--- config.mk ---
export PLATFORM = sky130hd
export DESIGN_NAME = dts_cmd_core
export DESIGN_NICKNAME = d
export VERILOG_FILES = /design/src/logic/dts_pkg.sv /design/src/logic/dts_cmd_core.sv
export VERILOG_INCLUDE_DIRS = /design/src /design/src/logic
export SDC_FILE = /design/constraint.sdc
export NUM_CORES = 1
export LEC_CHECK = 0
export BUFFER_PORTS_ARGS = -buffer_cell sky130_fd_sc_hd__buf_2
export CELL_PAD_IN_SITES_DETAIL_PLACEMENT = 0
export CELL_PAD_IN_SITES_GLOBAL_PLACEMENT = 2
export CORE_ASPECT_RATIO = 1.25
export CORE_UTILIZATION = 42
export CTS_BUF_LIST = sky130_fd_sc_hd__clkbuf_4 sky130_fd_sc_hd__clkbuf_8 sky130_fd_sc_hd__clkbuf_16
export CTS_CLUSTER_SIZE = 40
export DETAILED_ROUTE_END_ITERATION = 8
export GPL_TIMING_DRIVEN = 1
export PLACE_DENSITY = 0.83
export SLEW_MARGIN = 10
export SYNTH_ARGS = -nofsm -noshare
export SYNTH_HDL_FRONTEND = slang
export SYNTH_SLANG_ARGS = --single-unit
--- constraint.sdc ---
create_clock -name clk_sys -period 14 [get_ports clk_sys]
set_input_delay 0.7 -clock clk_sys [delete_from_list [all_inputs] [get_ports clk_sys]]
set_output_delay 0.7 -clock clk_sys [all_outputs]
set_load 0.01 [all_outputs]
--- src/logic/dts_defs.svh ---
// Constants for the track reformat, release and sense request command block.
// Assumes inclusion by bare name from design and bench files.
`ifndef DTS_DEFS_SVH
`define DTS_DEFS_SVH
`define DTS_OP_REFORMAT 8'hED
`define DTS_OP_RELEASE 8'h17
`define DTS_OP_SENSE 8'h03
`define DTS_ST_GOOD 8'h00
`define DTS_ST_CHECK 8'h02
`define DTS_SENSE_MIN 5'h04
`define DTS_SENSE_MAX 5'h16
`define DTS_ADD_LEN 8'h0E
`define DTS_ERR_CLASS 3'h7
`define DTS_ERR_CODE 4'h0
`define DTS_KEY_NONE 4'h0
`define DTS_KEY_UA 4'h6
`define DTS_ASC_NONE 8'h00
`define DTS_ASC_RESET 8'h29
`define DTS_SB_HEAD 5'h00
`define DTS_SB_KEY 5'h02
`define DTS_SB_INFO0 5'h03
`define DTS_SB_INFO1 5'h04
`define DTS_SB_INFO2 5'h05
`define DTS_SB_INFO3 5'h06
`define DTS_SB_ADDLEN 5'h07
`define DTS_SB_ASC 5'h0C
`define DTS_SB_DEV0 5'h12
`define DTS_SB_DEV1 5'h13
`define DTS_SB_DEV2 5'h14
`define DTS_SB_DEV3 5'h15
`define DTS_REG_CTRL 8'h00
`define DTS_REG_IRQ_STAT 8'h04
`define DTS_REG_IRQ_MASK 8'h08
`define DTS_REG_STATE 8'h0C
`define DTS_REG_SENSE_MAP 8'h10
`define DTS_REG_RESV_MAP 8'h14
`define DTS_CTRL_SINGLE 0
`define DTS_EV_FMT 0
`define DTS_EV_REL 1
`define DTS_EV_SENSE 2
`define DTS_EV_CC 3
`define DTS_NUM_EV 4
`define DTS_HS_BIT 64
`define DTS_TP_BIT 68
`endif

--- src/logic/dts_pkg.sv ---
// Types shared by the command block.
// Assumes dts_defs.svh carries every numeric constant.
package dts_pkg;
	typedef enum logic [1:0] {ST_IDLE, ST_FORMAT, ST_SEND} dts_state_t;
endpackage

--- src/logic/dts_cmd_core.sv ---
// Command handling for track reformat, logical unit release and sense request.
// Assumes commands, check conditions and reservations come from logic on clk_sys.
`timescale 1ns/1ps
`include "dts_defs.svh"

// Summary of operation
// - Reformat command rewrites track chosen by cylinder bytes 2-3 and head byte 4.
// - Header flag clear: default header written, supplied header bytes ignored.
// - Header flag set: supplied address and flag bytes written to the track.
// - Release with no matching reservation still answers GOOD, others untouched.
// - Third-party release only frees a third-party reservation for that device.
// - Sense request always answers in the extended format.
// - Sense held until fetched or owner sends another command to that unit.
// - Stored sense cleared once its transfer completes without a fatal error.
// - Single-initiator mode treats every sense request as from the owner.
// - Allocation length zero transfers exactly four bytes.
// - Transfer length is the lesser of allocation and 22 bytes.
// - Only a fatal error of the request itself gives CHECK CONDITION.
// - Sense request runs even when another initiator holds the reservation.
// - Byte 0 carries valid, class 7, code 0; byte 1 is zero.
// - Byte 2 holds only the sense key; bytes 3-6 information, MSB first.
// - Byte 7 is 14; byte 12 code; bytes 18-21 device errors; rest zero.
// - Valid flag set only when information bytes are meaningful.
// - Sense keys 0, 3, 5, 6 used; unit attention after reset.
module dts_cmd_core #(
	parameter int NUM_LUN = 8
)(
	input wire logic clk_sys,
	input wire logic rst,
	input wire logic clk_en,
	input wire logic [7:0] reg_addr,
	input wire logic [31:0] reg_wdata,
	input wire logic reg_wr,
	input wire logic reg_rd,
	output logic [31:0] reg_rdata,
	input wire logic cmd_valid,
	input wire logic [2:0] cmd_init,
	input wire logic [79:0] cmd_cdb,
	output logic cmd_ready,
	input wire logic cc_post,
	input wire logic [2:0] cc_lun,
	input wire logic [2:0] cc_init,
	input wire logic [3:0] cc_key,
	input wire logic [7:0] cc_asc,
	input wire logic [31:0] cc_info,
	input wire logic cc_info_ok,
	input wire logic [31:0] cc_dev_err,
	input wire logic resv_set,
	input wire logic [2:0] resv_lun,
	input wire logic [2:0] resv_init,
	input wire logic resv_tp,
	input wire logic [2:0] resv_tp_id,
	input wire logic fmt_done,
	input wire logic rs_fatal,
	input wire logic sense_ready,
	output logic fmt_start,
	output logic [15:0] fmt_cyl,
	output logic [7:0] fmt_head,
	output logic [15:0] fmt_hdr_lba,
	output logic [7:0] fmt_hdr_flag,
	output logic fmt_use_hdr,
	output logic sense_valid,
	output logic [7:0] sense_byte,
	output logic sense_last,
	output logic status_valid,
	output logic [7:0] status_code,
	output logic irq
);
	dts_pkg::dts_state_t state;
	logic single_init;
	logic [`DTS_NUM_EV-1:0] irq_stat, irq_mask, ev;
	// Sense store, one entry per unit
	logic sv [NUM_LUN];
	logic sany [NUM_LUN];
	logic [2:0] stag [NUM_LUN];
	logic [3:0] skey [NUM_LUN];
	logic [7:0] sasc [NUM_LUN];
	logic [31:0] sinfo [NUM_LUN];
	logic sinfo_ok [NUM_LUN];
	logic [31:0] sdev [NUM_LUN];
	// Reservation table
	logic ract [NUM_LUN];
	logic [2:0] rown [NUM_LUN];
	logic rtp [NUM_LUN];
	logic [2:0] rtpid [NUM_LUN];
	// Snapshot of the sense being sent
	logic [3:0] snap_key;
	logic [7:0] snap_asc;
	logic [31:0] snap_info;
	logic snap_ok;
	logic [31:0] snap_dev;
	logic snap_hit;
	logic [2:0] snap_lun;
	logic [4:0] idx, xfer_len, sel;
	logic [7:0] mux_byte;
	logic [7:0] op, alloc;
	logic [2:0] lun;
	logic take, owner, rs_hit, clr_other, rel_hit, accept, rs_end;
	logic [NUM_LUN-1:0] sense_map, resv_map;

	assign op = cmd_cdb[79:72];
	assign lun = cmd_cdb[71:69];
	assign alloc = cmd_cdb[47:40];
	assign take = clk_en && cmd_valid && state == dts_pkg::ST_IDLE;
	assign owner = sv[lun] && (sany[lun] || stag[lun] == cmd_init);
	assign rs_hit = sv[lun] && (single_init || sany[lun] || stag[lun] == cmd_init);
	assign clr_other = take && op != `DTS_OP_SENSE && owner;
	assign accept = state == dts_pkg::ST_SEND && sense_valid && sense_ready;
	assign rs_end = accept && sense_last;
	// Both the owner and the target device must match for a third-party release
	assign rel_hit = ract[lun] && rown[lun] == cmd_init
		&& (cmd_cdb[`DTS_TP_BIT] ? (rtp[lun] && rtpid[lun] == cmd_cdb[67:65]) : !rtp[lun]);

	always_comb
	begin
		for (int i = 0; i < NUM_LUN; i++)
		begin
			sense_map[i] = sv[i];
			resv_map[i] = ract[i];
		end
	end

	// Store is tagged so the keep/clear decision is made as each command arrives
	always_ff @(posedge clk_sys)
	begin
		if (rst)
		begin
			for (int i = 0; i < NUM_LUN; i++)
			begin
				sv[i] <= 1'b1;
				sany[i] <= 1'b1;
				stag[i] <= 3'h0;
				skey[i] <= `DTS_KEY_UA;
				sasc[i] <= `DTS_ASC_RESET;
				sinfo[i] <= 32'h0;
				sinfo_ok[i] <= 1'b0;
				sdev[i] <= 32'h0;
			end
		end
		else if (clk_en)
		begin
			for (int i = 0; i < NUM_LUN; i++)
			begin
				if ((clr_other && lun == i) || (rs_end && snap_hit && !rs_fatal && snap_lun == i))
					sv[i] <= 1'b0;
				// A new check condition wins over a clear in the same cycle
				if (cc_post && cc_lun == i)
				begin
					sv[i] <= 1'b1;
					sany[i] <= 1'b0;
					stag[i] <= cc_init;
					skey[i] <= cc_key;
					sasc[i] <= cc_asc;
					sinfo[i] <= cc_info;
					sinfo_ok[i] <= cc_info_ok;
					sdev[i] <= cc_dev_err;
				end
			end
		end
	end

	always_ff @(posedge clk_sys)
	begin
		if (rst)
		begin
			for (int i = 0; i < NUM_LUN; i++)
			begin
				ract[i] <= 1'b0;
				rown[i] <= 3'h0;
				rtp[i] <= 1'b0;
				rtpid[i] <= 3'h0;
			end
		end
		else if (clk_en)
		begin
			for (int i = 0; i < NUM_LUN; i++)
			begin
				// No match leaves the table alone; status is GOOD either way
				if (take && op == `DTS_OP_RELEASE && rel_hit && lun == i)
					ract[i] <= 1'b0;
				if (resv_set && resv_lun == i)
				begin
					ract[i] <= 1'b1;
					rown[i] <= resv_init;
					rtp[i] <= resv_tp;
					rtpid[i] <= resv_tp_id;
				end
			end
		end
	end

	// Snapshot taken at the request; reservations are not consulted
	always_ff @(posedge clk_sys)
	begin
		if (rst)
		begin
			snap_key <= `DTS_KEY_NONE;
			snap_asc <= `DTS_ASC_NONE;
			snap_info <= 32'h0;
			snap_ok <= 1'b0;
			snap_dev <= 32'h0;
			snap_hit <= 1'b0;
			snap_lun <= 3'h0;
			xfer_len <= `DTS_SENSE_MIN;
		end
		else if (clk_en && take && op == `DTS_OP_SENSE)
		begin
			snap_hit <= rs_hit;
			snap_lun <= lun;
			snap_key <= rs_hit ? skey[lun] : `DTS_KEY_NONE;
			snap_asc <= rs_hit ? sasc[lun] : `DTS_ASC_NONE;
			snap_info <= rs_hit ? sinfo[lun] : 32'h0;
			snap_ok <= rs_hit && sinfo_ok[lun];
			snap_dev <= rs_hit ? sdev[lun] : 32'h0;
			if (alloc == 8'h00)
				xfer_len <= `DTS_SENSE_MIN;
			else if (alloc > {3'h0, `DTS_SENSE_MAX})
				xfer_len <= `DTS_SENSE_MAX;
			else
				xfer_len <= alloc[4:0];
		end
	end

	// Extended layout is the only one produced
	assign sel = sense_valid ? idx + 5'h01 : idx;
	always_comb
	begin
		case (sel)
			`DTS_SB_HEAD: mux_byte = {snap_ok, `DTS_ERR_CLASS, `DTS_ERR_CODE};
			`DTS_SB_KEY: mux_byte = {4'h0, snap_key};
			`DTS_SB_INFO0: mux_byte = snap_info[31:24];
			`DTS_SB_INFO1: mux_byte = snap_info[23:16];
			`DTS_SB_INFO2: mux_byte = snap_info[15:8];
			`DTS_SB_INFO3: mux_byte = snap_info[7:0];
			`DTS_SB_ADDLEN: mux_byte = `DTS_ADD_LEN;
			`DTS_SB_ASC: mux_byte = snap_asc;
			`DTS_SB_DEV0: mux_byte = snap_dev[31:24];
			`DTS_SB_DEV1: mux_byte = snap_dev[23:16];
			`DTS_SB_DEV2: mux_byte = snap_dev[15:8];
			`DTS_SB_DEV3: mux_byte = snap_dev[7:0];
			default: mux_byte = 8'h00;
		endcase
	end

	always_ff @(posedge clk_sys)
	begin
		if (rst)
		begin
			state <= dts_pkg::ST_IDLE;
			cmd_ready <= 1'b0;
			idx <= 5'h00;
			sense_valid <= 1'b0;
			sense_byte <= 8'h00;
			sense_last <= 1'b0;
			status_valid <= 1'b0;
			status_code <= `DTS_ST_GOOD;
			fmt_start <= 1'b0;
			fmt_cyl <= 16'h0;
			fmt_head <= 8'h00;
			fmt_hdr_lba <= 16'h0;
			fmt_hdr_flag <= 8'h00;
			fmt_use_hdr <= 1'b0;
		end
		else if (clk_en)
		begin
			status_valid <= 1'b0;
			fmt_start <= 1'b0;
			cmd_ready <= 1'b0;
			case (state)
				dts_pkg::ST_IDLE:
				begin
					cmd_ready <= !cmd_valid;
					if (cmd_valid && op == `DTS_OP_REFORMAT)
					begin
						state <= dts_pkg::ST_FORMAT;
						fmt_start <= 1'b1;
						fmt_cyl <= cmd_cdb[63:48];
						fmt_head <= cmd_cdb[47:40];
						fmt_use_hdr <= cmd_cdb[`DTS_HS_BIT];
						// Default header: supplied bytes never reach the formatter
						fmt_hdr_lba <= cmd_cdb[`DTS_HS_BIT] ? cmd_cdb[31:16] : 16'h0;
						fmt_hdr_flag <= cmd_cdb[`DTS_HS_BIT] ? cmd_cdb[15:8] : 8'h00;
					end
					else if (cmd_valid && op == `DTS_OP_RELEASE)
					begin
						status_valid <= 1'b1;
						status_code <= `DTS_ST_GOOD;
						cmd_ready <= 1'b1;
					end
					else if (cmd_valid && op == `DTS_OP_SENSE)
					begin
						state <= dts_pkg::ST_SEND;
						idx <= 5'h00;
					end
					else if (cmd_valid)
						cmd_ready <= 1'b1;
				end
				dts_pkg::ST_FORMAT:
				begin
					if (fmt_done)
					begin
						state <= dts_pkg::ST_IDLE;
						status_valid <= 1'b1;
						status_code <= `DTS_ST_GOOD;
						cmd_ready <= 1'b1;
					end
				end
				dts_pkg::ST_SEND:
				begin
					if (!sense_valid)
					begin
						sense_valid <= 1'b1;
						sense_byte <= mux_byte;
						sense_last <= xfer_len == 5'h01;
					end
					else if (sense_ready && sense_last)
					begin
						sense_valid <= 1'b0;
						sense_last <= 1'b0;
						state <= dts_pkg::ST_IDLE;
						status_valid <= 1'b1;
						status_code <= rs_fatal ? `DTS_ST_CHECK : `DTS_ST_GOOD;
						cmd_ready <= 1'b1;
					end
					else if (sense_ready)
					begin
						idx <= idx + 5'h01;
						sense_byte <= mux_byte;
						sense_last <= idx + 5'h02 == xfer_len;
					end
				end
				default: state <= dts_pkg::ST_IDLE;
			endcase
		end
	end

	always_comb
	begin
		ev = '0;
		ev[`DTS_EV_FMT] = state == dts_pkg::ST_FORMAT && fmt_done;
		ev[`DTS_EV_REL] = take && op == `DTS_OP_RELEASE;
		ev[`DTS_EV_SENSE] = rs_end;
		ev[`DTS_EV_CC] = cc_post;
	end

	// New events win over a write-one clear
	always_ff @(posedge clk_sys)
	begin
		if (rst)
		begin
			irq_stat <= '0;
			irq_mask <= '0;
			single_init <= 1'b0;
			irq <= 1'b0;
		end
		else if (clk_en)
		begin
			if (reg_wr && reg_addr == `DTS_REG_CTRL)
				single_init <= reg_wdata[`DTS_CTRL_SINGLE];
			if (reg_wr && reg_addr == `DTS_REG_IRQ_MASK)
				irq_mask <= reg_wdata[`DTS_NUM_EV-1:0];
			if (reg_wr && reg_addr == `DTS_REG_IRQ_STAT)
				irq_stat <= (irq_stat & ~reg_wdata[`DTS_NUM_EV-1:0]) | ev;
			else
				irq_stat <= irq_stat | ev;
			irq <= |(irq_stat & irq_mask);
		end
	end

	always_ff @(posedge clk_sys)
	begin
		if (rst)
			reg_rdata <= 32'h0;
		else if (clk_en)
		begin
			reg_rdata <= 32'h0;
			if (reg_rd)
			begin
				case (reg_addr)
					`DTS_REG_CTRL: reg_rdata <= {31'h0, single_init};
					`DTS_REG_IRQ_STAT: reg_rdata <= {{(32-`DTS_NUM_EV){1'b0}}, irq_stat};
					`DTS_REG_IRQ_MASK: reg_rdata <= {{(32-`DTS_NUM_EV){1'b0}}, irq_mask};
					`DTS_REG_STATE: reg_rdata <= {30'h0, state};
					`DTS_REG_SENSE_MAP: reg_rdata <= {{(32-NUM_LUN){1'b0}}, sense_map};
					`DTS_REG_RESV_MAP: reg_rdata <= {{(32-NUM_LUN){1'b0}}, resv_map};
					default: reg_rdata <= 32'h0;
				endcase
			end
		end
	end
endmodule // dts_cmd_core

==> Word level (Yosys, flattened, before mapping) <==
Memories as Yosys holds them, arrays and structs flattened.
Cells that the tools add are included.
W data, S select, Z words.
{ "totals": {"regBits": 205, "ramBits": 720, "out_inout_bits": 103, "word_cells": 627, "mem_count": 12} }
{ "op_classes": {"add_sub_neg": 2, "n_lt_le_gt_ge": 1, "n_eq_ne": 69, "n_mux": 298, "n_bitwise": 117, "reduce_logical": 101} }
{ "mem_list": {"columns": ["memory", "words", "word_bits", "rd", "rd_clocked_by_memory_dff", "wr", "line_no", "source"], "rows": [
  ["sdev", 8, 32, 1, 0, 8, "dts_cmd_core.sv:80", "logic [31:0] sdev [NUM_LUN];"],
  ["sinfo", 8, 32, 1, 0, 8, "dts_cmd_core.sv:78", "logic [31:0] sinfo [NUM_LUN];"],
  ["sasc", 8, 8, 1, 0, 8, "dts_cmd_core.sv:77", "logic [7:0] sasc [NUM_LUN];"],
  ["skey", 8, 4, 1, 0, 8, "dts_cmd_core.sv:76", "logic [3:0] skey [NUM_LUN];"],
  ["rown", 8, 3, 1, 0, 8, "dts_cmd_core.sv:83", "logic [2:0] rown [NUM_LUN];"],
  ["rtpid", 8, 3, 1, 0, 8, "dts_cmd_core.sv:85", "logic [2:0] rtpid [NUM_LUN];"],
  ["+6 memories", null, null, null, null, null, null, null]
]} }
{ "op_table": {"columns": ["op", "count"], "rows": [
  ["$mux W32", 18],
  ["$mux W1", 203],
  ["$mux W8", 19],
  ["$or A1 B1 Y1", 112],
  ["$pmux W8 S12", 1],
  ["$mux W3", 24],
  ["$logic_and A1 B1 Y1", 67],
  ["$eq A3 B3 Y1 const B", 16],
  ["$pmux W8 S6", 1],
  ["$mux W5", 9],
  ["$mux W4", 10],
  ["$eq A3 B2 Y1 const B", 8],
  ["$eq A8 B5 Y1 const B", 3],
  ["$pmux W8 S3", 1],
  ["$eq A5 B3 Y1 const B", 4],
  ["$eq A5 B5 Y1 const B", 4],
  ["$eq A8 B4 Y1 const B", 2],
  ["$logic_not A8 Y1", 2],
  ["$mux W16", 1],
  ["$ne A2 B2 Y1 const B", 8],
  ["$mux W2", 7],
  ["$eq A3 B1 Y1 const B", 4],
  ["$logic_not A3 Y1", 4],
  ["$logic_or A1 B1 Y1", 11],
  ["other kinds (36)", 49]
]} }

==> Longest topological paths before layout <==
{ "logic_depth": {"word_depth": 14, "mapped_depth": 12, "depth_no_buf": 8} }

==> Least setup slack after synthesis <==
OpenSTA, ideal clock, no wires.
{ "synth_timing": {"kind": "input-to-reg", "from": "in cc_lun[2]", "to": "mem sv[6] (data pin)", "arrival_time_ns": 7.072, "t_required_ns": 12.624, "path_slack_ns": 5.552, "path_stages": 3, "n_path_buf": 1, "path_cell_list": "clkbuf_1 -> nand3_1 -> o31ai_1"} }
{ "synth_lines": {"columns": ["element", "line_no", "source"], "rows": [
  ["start, declared", "dts_cmd_core.sv:41", "input wire logic [2:0] cc_lun,"],
  ["end, declared", "dts_cmd_core.sv:73", "logic sv [NUM_LUN];"]
]} }

==> Final worst setup path <==
{ "layout_timing": {"from": "in cmd_cdb[69]", "to": "reg snap_dev[1]"} }
{ "layout_via": {"elab_chain_cells": 5} }
{ "layout_lines": {"columns": ["element", "line_no", "source"], "rows": [
  ["start, declared", "dts_cmd_core.sv:38", "input wire logic [79:0] cmd_cdb,"],
  ["$mem_v2 Z8 W3 or $mem_v2 Z8 W1 (tied branches)", null, null],
  ["$eq A3 B3 Y1 or $logic_or A1 B1 Y1 (tied branches)", "dts_cmd_core.sv:106", "assign rs_hit = sv[lun] && (single_init || sany[lun] || stag[lun] == cmd_init);"],
  ["$logic_or A1 B1 Y1", "dts_cmd_core.sv:106", null],
  ["$logic_and A1 B1 Y1", "dts_cmd_core.sv:106", null],
  ["$mux W32 (*)", "dts_cmd_core.sv:214", "snap_dev <= rs_hit ? sdev[lun] : 32'h0;"],
  ["end signal, assigned", "dts_cmd_core.sv:214", null],
  ["end, declared", "dts_cmd_core.sv:91", "logic [31:0] snap_dev;"]
]} }
Every way passes the cells marked *; elsewhere a longest branch is shown, timed or not.
A chain may end at the register's enable or synchronous reset.

==> results.yml <==
outcome:
  status: "finished, final reports clean"
floorplan:
  die_w_um: 272
  pin_count: 330
  die-area_um2: 92600
  coreArea_um2: 90200
  placementRows: 123
  die_y_um: 340
  start_util_pct: 42.5
timing:
  hold_viol: 0
  final-setup-viol-count: 0
  final_max_slew_viol_count: 0
  rsz0062_at_grt: "no"
  slew_headroom_pct: 19.4
  fin_crit_ns: 3.97
  fmax_mhz: 252
  tightest_slew_ns: 1.20
  holdWs_ns: 0.291
  finClkSkew_ns: 0.0197
  min_period_over_period_pct: 28.4
  worst_slack_ns: 10.03
  tns_ns: 0
detailed_routing:
  wl_per_cell_um: 23.8
  drc_errors: 0
  first_pass_iters: 6
  drt-initial-drc-count: 2314
  postRouteAntennaNets: 0
  viasPerCell: 5.59
  vias: 24800
  drt-total-wl_um: 106000
global_routing:
  grt_first_pass_wirelength_um: 157000
  grtUsageTotal_pct: 22.7
  overflow: 0
  antenna_found_initial: 1
  grt_max_degree: 103
  grt_pass1_vias: 25300
yosys:
  synth_area_um2: 38400
  synth_area_leader_cell: "edfxtp_1"
  synth_warnings: 0
  synth_top_area_share_pct: 55.6
  ys.flop_type: "edfxtp_1"
  synth_area_leaders: "edfxtp_1 56%, dfxtp_1 9.6%, mux4_2 9.3%"
  synth_edf_count: 710
  ys_ff_latch: 894
  ys_types: 82
  async_reset_ff_share_pct: 0
  syn_inst: 2985
  ys_seq_area_share_pct: 65.2
  syn_area_per_cell_um2: 12.9
finish:
  fin_cells: 4434
  drive_gt1_share_pct: 19.9
  multi_input_area_um2: 12200
  layout_common_cells: "710 x edfxtp_1, 580 x nor2_1, 340 x nand2_1"
  area_growth_pct: 13.2
  fill_cells: 8086
  layout_commonest_cell: "edfxtp_1"
  regArea_um2: 25000
  fin_nets: 3402
clocking:
  cts_buffers: 90
  clock-root-buffer: "clkbuf_16"
  post_cts_buffers: 0
  clk_latency_ns: 0.67
  cts.sinks: 894
  tritoncts: "built"
  cts.repair.resized: 0
  cts_hold_buf: 0
  cts_htree_levels: 3
  cts_max_path_buffers: 3
  clk_pin_slew_ns: 0.06
worst_setup_path:
  critPathRequiredTime_ns: 14.50
  reg2reg_to: "sense_byte[2]"
  reg2reg_slack_ns: 10.27
  crit_fanout: 78
  reg2regPathDepth: 7
  end_kind: "register"
  arrival_ns: 4.47
  r2r_start: "idx[1]"
  crit_type: "in -> reg"
  startpoint_type: "input port"
power_and_ir_drop:
  p_leak_nw: 15.7
  vdd_drop_max_uv: 78.8
  power_density_nw_per_um2: 133
min_path:
  hold_path_class: "in -> reg"
  hold_depth: 3
  min_from: "cmd_cdb[60]"
  min_to: "fmt_cyl[12]"
placed_design:
  dp_hpwl_um: 61100
  dp.cells: 4268
  finalWeightedCongestion: 0.895
  dpl_worst_slack_ns: 9.25
  portBuffers: 254
run:
  maxCapViolations: 0
## worst max-delay path, stage by stage
cell      delay [ns]
buf_8           0.49
buf_4           0.87
nand2_1         0.37
o32ai_1         0.32
a221oi_1        0.10
xnor2_1         0.17
a31oi_2         0.35
a211o_2         0.20
buf_4           0.53
o21ai_0         0.22
## Yosys cell counts (17+ instances only)
library cell  number
buf_2             28
edfxtp_1         710
inv_1            105
buf_1             35
nor3_1            22
mux4_2           158
a21oi_1          104
mux2i_1          112
a22oi_1           17
nand2_1          347
buf_4             33
nor2_1           581
clkbuf_1         118
dfxtp_1          184
o21ai_0          100
nand3_1           51
## layer usage
| metal | up-vias | GRT usage (%) | routed length [µm] |
|---|---|---|---|
| met2 | 925 | 39.2 | 53200 |
| met3 | 151 | 3.25 | 6990 |
| met5 | - | 0 | 0 |
| li1 | 11200 | - | - |
| met4 | 0 | 7.41 | 2760 |
| met1 | 12600 | 29.3 | 42600 |
## logic make-up after synthesis
| kind of cell | after synthesis | share of synthesized area, % |
|---|---|---|
| compound gates | 337 | 5.47 |
| xor+xnor | 18 | 0.411 |
| fa+ha+maj | 2 | 0.0652 |
| buf+inv | 328 | 3.75 |
| flops | 894 | 65.2 |
| mux | 292 | 13.1 |
| other cells | 1 | 0.00977 |
| simple gates | 1113 | 12.0 |
## state kept, by name, summed over array words and instances, names as in the netlist, 24 cells and up
| register | flops |
|---|---|
| rown | 24 |
| rtpid | 24 |
| sasc | 64 |
| sdev | 256 |
| sinfo | 256 |
| skey | 32 |
| snap_dev | 32 |
| snap_info | 32 |
| stag | 24 |
## metrics by stage
step	total power [mW]	area (µm²)	util, %
after floorplan	3.36	38500	-
after CTS	5.84	43400	48.2
final	5.79	43500	48.2
after detailed placement	3.52	40600	45.1
after global routing	5.97	43400	48.2
after global placement	3.51	40600	45.1
## worst max path at each step
stage                startpoint  slack (ns)            end  depth (start not counted)
floorplan             cc_lun[2]        5.55          sv[6]                          3
global placement    cmd_cdb[69]        9.28    snap_dev[9]                         10
detailed placement  cmd_cdb[69]        9.25  snap_info[29]                         10
CTS                 cmd_cdb[69]        9.95    snap_dev[1]                         10
global route        cmd_cdb[69]        9.69    snap_dev[8]                         10
finish              cmd_cdb[69]       10.03    snap_dev[1]                         10
## layout make-up
| cell class | instances | area share, % |
|---|---|---|
| Sequential cell | 894 | 57.5 |
| Inverter | 107 | 0.939 |
| Clock inverter | 56 | 0.950 |
| Antenna cell | 1 | 0.00576 |
| Timing Repair Buffer | 287 | 3.54 |
| Clock buffer | 109 | 5.53 |
| Multi-Input combinational cell | 1793 | 28.1 |
| Tap cell | 1187 | 3.42 |
## report_power, final
group | total (mW) | internal, mW | leakage, nW | switching, mW
Sequential | 3.05 | 3.01 | 8.32 | 0.0357
Combinational | 0.412 | 0.150 | 6.01 | 0.262
Clock | 2.33 | 1.30 | 1.40 | 1.03
Note: power is estimated with default switching activity, not from simulation.
